<file path="config.mk">
export PLATFORM = sky130hd
export DESIGN_NAME = ptr_top
export DESIGN_NICKNAME = d
export VERILOG_FILES = /design/src/hdl/ptr_pkg.sv /design/src/hdl/ptr_top.sv
export VERILOG_INCLUDE_DIRS = /design/src /design/src/hdl
export SDC_FILE = /design/constraint.sdc
export NUM_CORES = 1
export LEC_CHECK = 0
export ABC_AREA = 1
export ABC_CLOCK_PERIOD_IN_PS = 2290
export BUFFER_PORTS_ARGS = -buffer_cell sky130_fd_sc_hd__buf_2
export CORE_ASPECT_RATIO = 2
export CORE_MARGIN = 4
export CORE_UTILIZATION = 40
export DETAILED_ROUTE_END_ITERATION = 8
export GPL_ROUTABILITY_DRIVEN = 0
export PLACE_DENSITY = 0.69
export REMOVE_ABC_BUFFERS = 1
export SLEW_MARGIN = 30
export SYNTH_ARGS = -nofsm -noshare
export SYNTH_HDL_FRONTEND = slang
export SYNTH_SLANG_ARGS = --single-unit
</file>
<file path="constraint.sdc">
create_clock -name I_CLK -period 2.29 [get_ports I_CLK]
set_input_delay 0.3435 -clock I_CLK [delete_from_list [all_inputs] [get_ports I_CLK]]
set_output_delay 0.3435 -clock I_CLK [all_outputs]
set_load 0.005 [all_outputs]
</file>
<file path="src/hdl/ptr_regs.svh">
// protection threshold register bank: command codes, reset values, limits
// assumes telemetry arrives already scaled: vout as vid code, iout in 1 a,
// temperature in 1 degc, vin in 1 mv, iin in 0.5 a steps
//------------------------------------------------------------
// Operation
//------------------------------------------------------------
// Operation
// output overvoltage threshold defaults to 1.520 v; fault latches off, no restart
// undervoltage threshold and minimum output default to 0.000 v; fault latches off
// output overcurrent fault defaults to 39 a per channel; fault latches off
// output overcurrent warning defaults to 26 a and only warns
// vin on 6.25 v, vin ov 14.00 v keeps running, vin uv 5.50 v latches off
// input overcurrent fault and warning both 63.5 a; fault latches off, warning flags
// overtemperature fault 135 degc latches off; warning 105 degc only warns
// overvoltage limit derives from maximum output plus offset, readable as vid code
// overvoltage response code is read-only; host writes cannot change it
// host reaches the overvoltage limit only with word reads or writes
// paged access: 00h channel a, 01h channel b, ffh both channels
// limit word carries the code in bits 7:0, upper bits read zero
// 5 mv dac table forces the limit code to ffh
// 10 mv dac table computes the code from maximum output plus offset
// sensed output voltage reaching the limit declares an overvoltage fault
// overvoltage fault latches off, sets status bits, alerts unless masked, response 80h
// host clears a latched fault by toggling enable or the on bit
// the offset between maximum output and limit codes is a fixed constant
`ifndef PTR_REGS_SVH
`define PTR_REGS_SVH
`define PTR_CMD_PAGE      8'h00
`define PTR_CMD_OPER      8'h01
`define PTR_CMD_VMAX      8'h24
`define PTR_CMD_OV_LIM    8'h40
`define PTR_CMD_OV_RESP   8'h41
`define PTR_CMD_ALRT_MSK  8'h1B
`define PTR_CMD_FLT_STAT  8'h7A
`define PTR_CMD_DAC_CFG   8'hD0
`define PTR_PAGE_A        8'h00
`define PTR_PAGE_B        8'h01
`define PTR_PAGE_ALL      8'hFF
`define PTR_OPER_ON_BIT   7
`define PTR_OPER_RST      1'b1
`define PTR_DAC5_RST      1'b1
`define PTR_VMAX_RST      8'hFF
`define PTR_MSK_RST       8'h00
`define PTR_OV_RESP_CODE  8'h80
`define PTR_OV_OFFSET     8'h0A
`define PTR_OV_LIM_5MV    8'hFF
`define PTR_UV_LIM        8'h00
`define PTR_VMIN          8'h00
`define PTR_OC_FLT        8'h27
`define PTR_OC_WRN        8'h1A
`define PTR_VIN_ON        16'h186A
`define PTR_VIN_OV        16'h36B0
`define PTR_VIN_UV        16'h157C
`define PTR_IIN_FLT       8'h7F
`define PTR_IIN_WRN       8'h7F
`define PTR_OT_FLT        8'h87
`define PTR_OT_WRN        8'h69
`endif

</file>
<file path="src/hdl/ptr_pkg.sv">
// types shared by the protection threshold bank and its bench
// assumes the constants of ptr_regs.svh
package ptr_pkg;
  typedef struct packed {
    logic        valid;
    logic        wr;
    logic        word;
    logic [7:0]  code;
    logic [15:0] wdata;
  } ptr_cmd_t;

  typedef struct packed {
    logic        valid;
    logic        ack;
    logic [15:0] data;
  } ptr_rsp_t;

  typedef struct packed {
    logic [7:0]  vout_a;
    logic [7:0]  vout_b;
    logic [7:0]  iout_a;
    logic [7:0]  iout_b;
    logic [7:0]  temp_a;
    logic [7:0]  temp_b;
    logic [15:0] vin_mv;
    logic [7:0]  iin_half;
  } ptr_telem_t;

  typedef struct packed {
    logic ov;
    logic uv;
    logic oc;
    logic ot;
  } ptr_flt_t;

  typedef struct packed {
    logic oc_a;
    logic oc_b;
    logic ot_a;
    logic ot_b;
    logic iin;
    logic vin_ov;
  } ptr_warn_t;
endpackage

</file>
<file path="src/hdl/ptr_top.sv">
// protection threshold and response bank for a two-channel buck controller
// assumes a pmbus link layer on I_CLK hands over decoded commands; enable pins are async
`timescale 1ns/1ps
`include "ptr_regs.svh"
module ptr_top
  import ptr_pkg::*;
(
  input  wire logic       I_CLK,
  input  wire logic       I_NRST,
  input  wire ptr_cmd_t   I_CMD,
  input  wire ptr_telem_t I_TELEM,
  input  wire logic [1:0] I_CH_EN,
  output ptr_rsp_t        O_RSP,
  output ptr_flt_t        O_FLT_A,
  output ptr_flt_t        O_FLT_B,
  output logic            O_VIN_UV_FLT,
  output logic            O_IIN_FLT,
  output ptr_warn_t       O_WARN,
  output logic            O_VIN_OK,
  output logic [1:0]      O_SHDN,
  output logic            O_HOST_ALERT_LINE_N
);
  // ------------------------------------------------------------
  // helpers
  // ------------------------------------------------------------
  function automatic logic [7:0] ov_code(input logic dac5, input logic [7:0] vmax);
    logic [8:0] sum;
    sum = {1'b0, vmax} + {1'b0, `PTR_OV_OFFSET};
    if (dac5) begin
      ov_code = `PTR_OV_LIM_5MV;
    end else if (sum[8]) begin
      ov_code = 8'hFF;
    end else begin
      ov_code = sum[7:0];
    end
  endfunction

  function automatic ptr_flt_t ch_check(input logic [7:0] vout, input logic [7:0] lim,
                                        input logic [7:0] iout, input logic [7:0] temp);
    ch_check.ov = (vout >= lim);
    ch_check.uv = (vout < `PTR_UV_LIM) || (vout < `PTR_VMIN);
    ch_check.oc = (iout >= `PTR_OC_FLT);
    ch_check.ot = (temp >= `PTR_OT_FLT);
  endfunction

  // ------------------------------------------------------------
  // enable pin synchroniser
  // ------------------------------------------------------------
  logic [1:0] en_meta_r;
  logic [1:0] en_sync_r;
  logic [1:0] run_d_r;
  logic [1:0] run;
  logic [1:0] clr;

  always_ff @(posedge I_CLK or negedge I_NRST) begin
    if (!I_NRST) begin
      en_meta_r <= 2'h0;
      en_sync_r <= 2'h0;
    end else begin
      en_meta_r <= I_CH_EN;
      en_sync_r <= en_meta_r;
    end
  end

  // ------------------------------------------------------------
  // command registers
  // ------------------------------------------------------------
  logic [7:0] page_r;
  logic [1:0] on_r;
  logic [7:0] vmax_a_r;
  logic [7:0] vmax_b_r;
  logic       dac5_r;
  logic [7:0] msk_r;
  logic       pg_ok;
  logic       sel_a;
  logic       sel_b;
  logic       wr_word;
  logic       wr_byte;

  assign pg_ok   = (page_r == `PTR_PAGE_A) || (page_r == `PTR_PAGE_B) || (page_r == `PTR_PAGE_ALL);
  assign sel_a   = (page_r == `PTR_PAGE_A) || (page_r == `PTR_PAGE_ALL);
  assign sel_b   = (page_r == `PTR_PAGE_B) || (page_r == `PTR_PAGE_ALL);
  assign wr_word = I_CMD.valid && I_CMD.wr && I_CMD.word;
  assign wr_byte = I_CMD.valid && I_CMD.wr && !I_CMD.word;

  always_ff @(posedge I_CLK or negedge I_NRST) begin
    if (!I_NRST) begin
      page_r <= `PTR_PAGE_A;
    end else if (wr_byte && I_CMD.code == `PTR_CMD_PAGE) begin
      page_r <= I_CMD.wdata[7:0];
    end
  end

  always_ff @(posedge I_CLK or negedge I_NRST) begin
    if (!I_NRST) begin
      on_r <= {2{`PTR_OPER_RST}};
    end else if (wr_byte && I_CMD.code == `PTR_CMD_OPER) begin
      if (sel_a) begin
        on_r[0] <= I_CMD.wdata[`PTR_OPER_ON_BIT];
      end
      if (sel_b) begin
        on_r[1] <= I_CMD.wdata[`PTR_OPER_ON_BIT];
      end
    end
  end

  always_ff @(posedge I_CLK or negedge I_NRST) begin
    if (!I_NRST) begin
      vmax_a_r <= `PTR_VMAX_RST;
      vmax_b_r <= `PTR_VMAX_RST;
    end else if (wr_word && I_CMD.code == `PTR_CMD_VMAX) begin
      if (sel_a) begin
        vmax_a_r <= I_CMD.wdata[7:0];
      end
      if (sel_b) begin
        vmax_b_r <= I_CMD.wdata[7:0];
      end
    end
  end

  always_ff @(posedge I_CLK or negedge I_NRST) begin
    if (!I_NRST) begin
      dac5_r <= `PTR_DAC5_RST;
      msk_r  <= `PTR_MSK_RST;
    end else if (wr_byte && I_CMD.code == `PTR_CMD_DAC_CFG) begin
      dac5_r <= I_CMD.wdata[0];
    end else if (wr_byte && I_CMD.code == `PTR_CMD_ALRT_MSK) begin
      msk_r  <= I_CMD.wdata[7:0];
    end
  end

  // ------------------------------------------------------------
  // limit derivation and comparison
  // ------------------------------------------------------------
  logic [7:0] lim_a;
  logic [7:0] lim_b;
  ptr_flt_t   hit_a;
  ptr_flt_t   hit_b;
  logic       vin_uv_hit;
  logic       iin_hit;

  assign lim_a      = ov_code(dac5_r, vmax_a_r);
  assign lim_b      = ov_code(dac5_r, vmax_b_r);
  assign hit_a      = ch_check(I_TELEM.vout_a, lim_a, I_TELEM.iout_a, I_TELEM.temp_a);
  assign hit_b      = ch_check(I_TELEM.vout_b, lim_b, I_TELEM.iout_b, I_TELEM.temp_b);
  assign vin_uv_hit = I_TELEM.vin_mv < `PTR_VIN_UV;
  assign iin_hit    = I_TELEM.iin_half >= `PTR_IIN_FLT;

  // ------------------------------------------------------------
  // latched faults
  // ------------------------------------------------------------
  // a fault stays latched until the channel is taken down (its run state falls);
  // a new hit in the clearing cycle wins so no event is lost
  assign run = en_sync_r & on_r;
  assign clr = run_d_r & ~run;

  always_ff @(posedge I_CLK or negedge I_NRST) begin
    if (!I_NRST) begin
      run_d_r <= 2'h0;
    end else begin
      run_d_r <= run;
    end
  end

  always_ff @(posedge I_CLK or negedge I_NRST) begin
    if (!I_NRST) begin
      O_FLT_A <= '0;
      O_FLT_B <= '0;
    end else begin
      O_FLT_A <= (clr[0] ? '0 : O_FLT_A) | hit_a;
      O_FLT_B <= (clr[1] ? '0 : O_FLT_B) | hit_b;
    end
  end

  // input side faults are shared, so either channel going down clears them
  always_ff @(posedge I_CLK or negedge I_NRST) begin
    if (!I_NRST) begin
      O_VIN_UV_FLT <= 1'b0;
      O_IIN_FLT    <= 1'b0;
    end else begin
      O_VIN_UV_FLT <= (O_VIN_UV_FLT && !(|clr)) || vin_uv_hit;
      O_IIN_FLT    <= (O_IIN_FLT && !(|clr)) || iin_hit;
    end
  end

  // ------------------------------------------------------------
  // warnings, shutdown and host alert
  // ------------------------------------------------------------
  logic [7:0] cause;
  logic       shared_flt;

  always_ff @(posedge I_CLK or negedge I_NRST) begin
    if (!I_NRST) begin
      O_WARN   <= '0;
      O_VIN_OK <= 1'b0;
    end else begin
      O_WARN.oc_a   <= I_TELEM.iout_a >= `PTR_OC_WRN;
      O_WARN.oc_b   <= I_TELEM.iout_b >= `PTR_OC_WRN;
      O_WARN.ot_a   <= I_TELEM.temp_a >= `PTR_OT_WRN;
      O_WARN.ot_b   <= I_TELEM.temp_b >= `PTR_OT_WRN;
      O_WARN.iin    <= I_TELEM.iin_half >= `PTR_IIN_WRN;
      O_WARN.vin_ov <= I_TELEM.vin_mv > `PTR_VIN_OV;
      O_VIN_OK      <= I_TELEM.vin_mv >= `PTR_VIN_ON;
    end
  end

  // warnings never appear here: they only flag and alert
  assign shared_flt = O_VIN_UV_FLT || O_IIN_FLT;
  assign O_SHDN[0]  = (|O_FLT_A) || shared_flt;
  assign O_SHDN[1]  = (|O_FLT_B) || shared_flt;

  // mask bit set hides that cause from the alert line
  assign cause = {2'b00, |O_WARN, O_VIN_UV_FLT || O_IIN_FLT, O_FLT_A.ot || O_FLT_B.ot,
                  O_FLT_A.oc || O_FLT_B.oc, O_FLT_A.uv || O_FLT_B.uv, O_FLT_A.ov || O_FLT_B.ov};

  always_ff @(posedge I_CLK or negedge I_NRST) begin
    if (!I_NRST) begin
      O_HOST_ALERT_LINE_N <= 1'b1;
    end else begin
      O_HOST_ALERT_LINE_N <= !(|(cause & ~msk_r));
    end
  end

  // ------------------------------------------------------------
  // command answers
  // ------------------------------------------------------------
  logic        ack_nxt;
  logic [15:0] rd_nxt;

  always_comb begin
    ack_nxt = 1'b1;
    rd_nxt  = 16'h0000;
    case (I_CMD.code)
      `PTR_CMD_PAGE: begin
        ack_nxt = !I_CMD.word;
        rd_nxt  = {8'h00, page_r};
      end
      `PTR_CMD_OPER: begin
        ack_nxt = !I_CMD.word && pg_ok;
        rd_nxt  = {8'h00, sel_a ? on_r[0] : on_r[1], 7'h00};
      end
      `PTR_CMD_VMAX: begin
        ack_nxt = I_CMD.word && pg_ok;
        rd_nxt  = {8'h00, sel_a ? vmax_a_r : vmax_b_r};
      end
      `PTR_CMD_OV_LIM: begin
        // byte transfers are refused; a word write is taken but changes nothing
        ack_nxt = I_CMD.word && pg_ok;
        rd_nxt  = {8'h00, sel_a ? lim_a : lim_b};
      end
      `PTR_CMD_OV_RESP: begin
        ack_nxt = !I_CMD.word;
        rd_nxt  = {8'h00, `PTR_OV_RESP_CODE};
      end
      `PTR_CMD_ALRT_MSK: begin
        ack_nxt = !I_CMD.word;
        rd_nxt  = {8'h00, msk_r};
      end
      `PTR_CMD_DAC_CFG: begin
        ack_nxt = !I_CMD.word;
        rd_nxt  = {15'h0000, dac5_r};
      end
      `PTR_CMD_FLT_STAT: begin
        ack_nxt = I_CMD.word && pg_ok && !I_CMD.wr;
        rd_nxt  = {8'h00, O_VIN_UV_FLT, O_IIN_FLT, 2'b00, sel_a ? O_FLT_A : O_FLT_B};
      end
      default: begin
        ack_nxt = 1'b0;
      end
    endcase
  end

  always_ff @(posedge I_CLK or negedge I_NRST) begin
    if (!I_NRST) begin
      O_RSP <= '0;
    end else begin
      O_RSP.valid <= I_CMD.valid;
      O_RSP.ack   <= I_CMD.valid && ack_nxt;
      O_RSP.data  <= (I_CMD.valid && !I_CMD.wr && ack_nxt) ? rd_nxt : 16'h0000;
    end
  end
endmodule

</file>
Word-level counts from Yosys, hierarchy flattened --
Cells that the tools add are included.
Storage, ports and cells: register bits 69, output and inout bits 38, bits of input ports 103, word-level logic and storage cells 126
Operators by class: bitwise logic cells 8, $add $sub $neg 2, $lt $le $gt $ge 16, eq/ne operators 9, mux-type cells 13, reduce and logical (&&, ||, !) cells 47
Operator list (number):
- case mux 8 bit (8 select lines) | 1
- two-way mux 8 bit | 7
- == test 8 x 7 -> 1 bit (second input constant) | 3
- >= comparator 8 x 7 -> 1 bit (second input constant) | 3
- adder 8 x 4 -> 9 bit (second input constant) | 2
- == test 8 x 1 -> 1 bit (second input constant) | 2
- == test 8 bit (second input constant) | 2
- >= comparator 16 x 13 -> 1 bit (second input constant) | 1
- >= comparator 8 x 5 -> 1 bit (second input constant) | 2
- >= comparator 8 x 6 -> 1 bit (second input constant) | 2
- >= comparator 8 bit | 2
- >= comparator 8 bit (second input constant) | 2
- greater-than comparator 16 x 14 -> 1 bit (second input constant) | 1
- logical AND 1 bit | 16
- zero test 8 bit | 2
- less-than comparator 16 x 13 -> 1 bit (second input constant) | 1
- less-than comparator 8 x 1 -> 1 bit (second input constant) | 2
- logical OR 1 bit | 13
- two-way mux 4 bit | 3
- OR reduction 4 bit | 3
- AND reduction 2 bit | 5
- AND 6 x 8 -> 8 bit | 1
- == test 8 x 5 -> 1 bit (second input constant) | 1
- == test 8 x 6 -> 1 bit (second input constant) | 1
- other kinds (11) | 17

Depth between registers and ports, before layout --
depth in word-level cells 8, gate-level depth with buffers 12

Worst setup path after synthesis --
OpenSTA, ideal clock, no wires.
path kind reg-to-reg, from register vmax_b_r[1], to register O_FLT_B[3] (netlist bit), library setup time 137 ps, buffers on the path 0, cell stages (with the launch flop) 11, arrival 1705 ps, path slack 448 ps, cell sequence dfstp_2 > ha_1 > or2_2 > nand3_1 > nand2_1 > nand2_1 > inv_1 > ha_1 > a21oi_1 > o21a_1 > o2111ai_1
Between the ends: word-level cells in the longest chain between the ends 5
Ends and longest elaborated chain:
- start, declared | line ptr_top.sv:71 | logic [7:0] vmax_b_r;
- start signal, assigned | line ptr_top.sv:110 | vmax_b_r <= `PTR_VMAX_RST;
- start signal, assigned | line ptr_top.sv:116 | vmax_b_r <= I_CMD.wdata[7:0];
- adder 8 x 4 -> 9 bit | line ptr_top.sv:28 | sum = {1'b0, vmax} + {1'b0, `PTR_OV_OFFSET};
- two-way mux 8 bit | line ptr_top.sv:31 | end else if (sum[8]) begin
- two-way mux 8 bit | line ptr_top.sv:29 | if (dac5) begin
- >= comparator 8 bit | line ptr_top.sv:40 | ch_check.ov = (vout >= lim);
- bitwise OR 4 bit | line ptr_top.sv:171 | O_FLT_B <= (clr[1] ? '0 : O_FLT_B) | hit_b;
- end signal, assigned | line ptr_top.sv:171
- end, declared | line ptr_top.sv:15 | output ptr_flt_t O_FLT_B,
No other way between the ends. A chain may end at the register's enable or synchronous reset.

Final worst setup path --
from register vmax_a_r[4], to register O_FLT_A[3] (netlist bit)
Between the ends: word-level cells in the longest chain between the ends 5
Ends and longest elaborated chain:
- start, declared | line ptr_top.sv:70 | logic [7:0] vmax_a_r;
- start signal, assigned | line ptr_top.sv:109 | vmax_a_r <= `PTR_VMAX_RST;
- start signal, assigned | line ptr_top.sv:113 | vmax_a_r <= I_CMD.wdata[7:0];
- adder 8 x 4 -> 9 bit | line ptr_top.sv:28
- two-way mux 8 bit | line ptr_top.sv:31
- two-way mux 8 bit | line ptr_top.sv:29
- >= comparator 8 bit | line ptr_top.sv:40
- bitwise OR 4 bit | line ptr_top.sv:170 | O_FLT_A <= (clr[0] ? '0 : O_FLT_A) | hit_a;
- end signal, assigned | line ptr_top.sv:170
- end, declared | line ptr_top.sv:14 | output ptr_flt_t O_FLT_A,
No other way between the ends.

==> flow_metrics.tcl <==
set metrics [dict create \
    path_clk_slew_ps 60 \
    crit_fanout 6 \
    worst-r2r-setup-slack_ps 230 \
    worst-r2r-cell-count 12 \
    grt_pass1_wl_um 20600 \
    r2r_start "vmax_a_r[4]" \
    boundaryPins 141 \
    syn_to_final_growth_pct 23.9 \
    via_count 4523 \
    hold_violations 0 \
    rsz0062_at_grt "false" \
    setup_violations 0 \
    clk-insertion-delay-late_ps 340 \
    final_cell_mix "162 x nand2_1, 122 x buf_2, 84 x inv_1, 73 x nor2_1, 55 x nand3_1" \
    fin_util_pct 51.2 \
    nNetsFinal 865 \
    drcViolationCount 0 \
    timing.fmax_mhz 486 \
    finalSetupTns_ps 0 \
    coreArea_um2 10600 \
    critPathMostFrequentCell "nand2_1" \
    leakage_uw 0.00273 \
    run_status "completed" \
    hp-class "in2reg" \
    synth_area_leader_cell "dfrtp_1" \
    ys_types 41 \
    grt.overflow.total 0 \
    rr_endpoint "O_FLT_A[3]" \
    power_density_nw_per_um2 567 \
    whs_ps 114 \
    synth_top_area_share_pct 26.8 \
    holdPathStages 1 \
    worstPathArrival_ps 2310 \
    drv_cap 0 \
    worstSetupEndpoint "O_FLT_A[3]" \
    crit_path_start_kind "flop" \
    tritoncts "yes" \
    io_buffers 122 \
    htree_levels 3 \
    clockBufferDepth 2 \
    finalCritPeriodShare_pct 89.9 \
    dieHeight_um 156 \
    max_slew_margin_pct 58.6 \
    antenna_found_initial 0 \
    start_util_pct 41.3 \
    wl_per_cell_um 14.5 \
    crit_type "reg2reg" \
    first_iter_violations 248 \
    setup_ws_ps 231 \
    p_total_uw 3080 \
    critPathMaxStageDelay_ps 580 \
    grtUsageTotal_pct 21.2 \
    antenna_left 0 \
    num_rows 53 \
    worst_setup_path_end_kind "flop" \
    cp_data_required_time_ps 2540 \
    grt_pass1_vias 4587 \
    drt_first_pass_iters 4 \
    cts_buffers 9 \
    root_buffer "clkbuf_16" \
    final_common_cell "nand2_1" \
    dp_hpwl_um 10600 \
    dp_slack_ps 182 \
    crit_path_top_delay_cell "dfstp_2" \
    synth-seq-area-share_pct 38.8 \
    crit_chain "nand2_1 > nor2_1 > nand2_1 > nand2_1 > inv_1 > nand3_1 > inv_1 > ha_1 > nand2_1 > nor2_2 > nand4_1 > o2111ai_1" \
    wirelength_um 12800 \
    drive_gt1_share_pct 25.6 \
    ys.warnings.count 0 \
    grt_max_degree 25 \
    worstMarginPinSlew_ps 619 \
    postCtsSetupBuffers 0 \
    synth_area_um2 4390 \
    irDropWorstVdd_mv 0.441 \
    postSynthAreaPerCell_um2 7.13 \
    dieWidth_um 82.1 \
    skew_ps 8.55 \
    synthCells 615 \
    dieArea_um2 12800 \
    clock_sinks 67 \
    viasPerCell 5.10 \
    slew_viol_final 0 \
    ys_ff_latch 67 \
    antenna_cells 0 \
    synth_area_leaders "dfrtp_1 27%, nand2_1 14%, dfstp_2 12%, inv_1 7.2%, nor2_1 6.3%" \
    layout_min_cycle_time_ps 2060 \
    critPathLaunch "vmax_a_r[4]" \
]
[critical path: cells and delay by family (launching register included)]
family                   cells  cell delay [ps]
buffers and inverters        2              200
adder cells (fa/ha/maj)      1              270
AO/OA/AOI/OAI                1              110
flip-flops                   1              580
AND/OR/NAND/NOR              8              820
[Yosys cell counts]
library cell  count
a211oi_1          2
a21boi_0          1
a21o_1            1
a21oi_1          18
a31o_2            3
a31oi_1           3
and2_1            1
buf_2             4
buf_4            10
buf_6             4
conb_1            1
dfrtp_1          47
dfstp_2          20
ha_1             18
inv_1            84
inv_2             4
nand2_1         163
nand2_2           8
nand3_1          55
nand3_2           1
nand3_4           1
nand3b_1          2
nand4_1           8
nor2_1           74
nor2_2            4
nor2_4            3
nor3_1            5
nor4_1            3
nor4_4            1
nor4b_1           1
o2111ai_1         2
o211ai_1          3
o21a_1            2
o21ai_0          32
o21ai_1          18
o21ai_4           1
o21bai_1          1
o31ai_1           1
or2_2             2
or4_1             1
xor2_1            2
[report_power, final]
part	switching [uW]	internal, uW
sequential	16.3	1210
clock	519	981
combinational	213	140
total	748	2330
[cells by family (layout without fill, tap and decap cells)]
group | Yosys count | in the layout | share of synthesized area (%)
AND/OR/NAND/NOR | 333 | 333 | 33.4
buffers and inverters | 106 | 231 | 10.7
flip-flops | 67 | 67 | 38.8
AO/OA/AOI/OAI | 88 | 88 | 11.4
adder cells (fa/ha/maj) | 18 | 18 | 5.13
XOR/XNOR | 2 | 2 | 0.399
other | 1 | 10 | 0.0855
[final cells by class]
class	instances	area [um2]
clock buffers	10	239
clock inverters	6	88.8
fillers	1089	5170
inverters	88	330
multi-input cells	451	2250
flip-flops and latches	67	1700
well taps	137	171
repair buffers	127	651
[flip-flops by register name, indices dropped and copies added, names as in the netlist]
name,count
en_sync_r,2
O_HOST_ALERT_LINE_N,1
O_WARN,6
O_RSP,10
on_r,2
dac5_r,1
O_FLT_B,3
vmax_a_r,8
O_VIN_UV_FLT,1
page_r,8
O_IIN_FLT,1
O_FLT_A,3
vmax_b_r,8
O_VIN_OK,1
en_meta_r,2
msk_r,8
run_d_r,2
[timing repair]
item / in CTS / in global routing
gates resized for setup: 0 / 2
setup endpoints to repair: 0 / 1
endpoints found under the hold margin: 14 / 0
hold buffers: 1 / 0
[worst min path at each step]
stage	from	end
4_1_cts	I_CH_EN[1]	en_meta_r[1]
2_1_floorplan	I_NRST	O_FLT_A[0]
3_3_place_gp	I_NRST	O_WARN[3]
6_report	I_CH_EN[1]	en_meta_r[1]
3_5_place_dp	en_meta_r[0]	en_sync_r[0]
5_1_grt	I_CH_EN[1]	en_meta_r[1]
[stage by stage]
stage          area (um2)  std cells
5_1_grt              5440        886
6_report             5440        886
4_1_cts              5430        886
3_5_place_dp         5090        869
2_1_floorplan        4280        606
3_3_place_gp         5090        869
[per-layer routing]
layer  share of wire [%]  wire, um  track usage [%]  up-vias
li1                    -         -                -     2228
met1                  33      4210             19.9     2081
met2                  55      7010             39.0      170
met3                 6.8       875             4.62       44
met4                 5.8       743             14.4        0
met5                   0         0                0        -
Note: power is estimated with default switching activity, not from simulation.
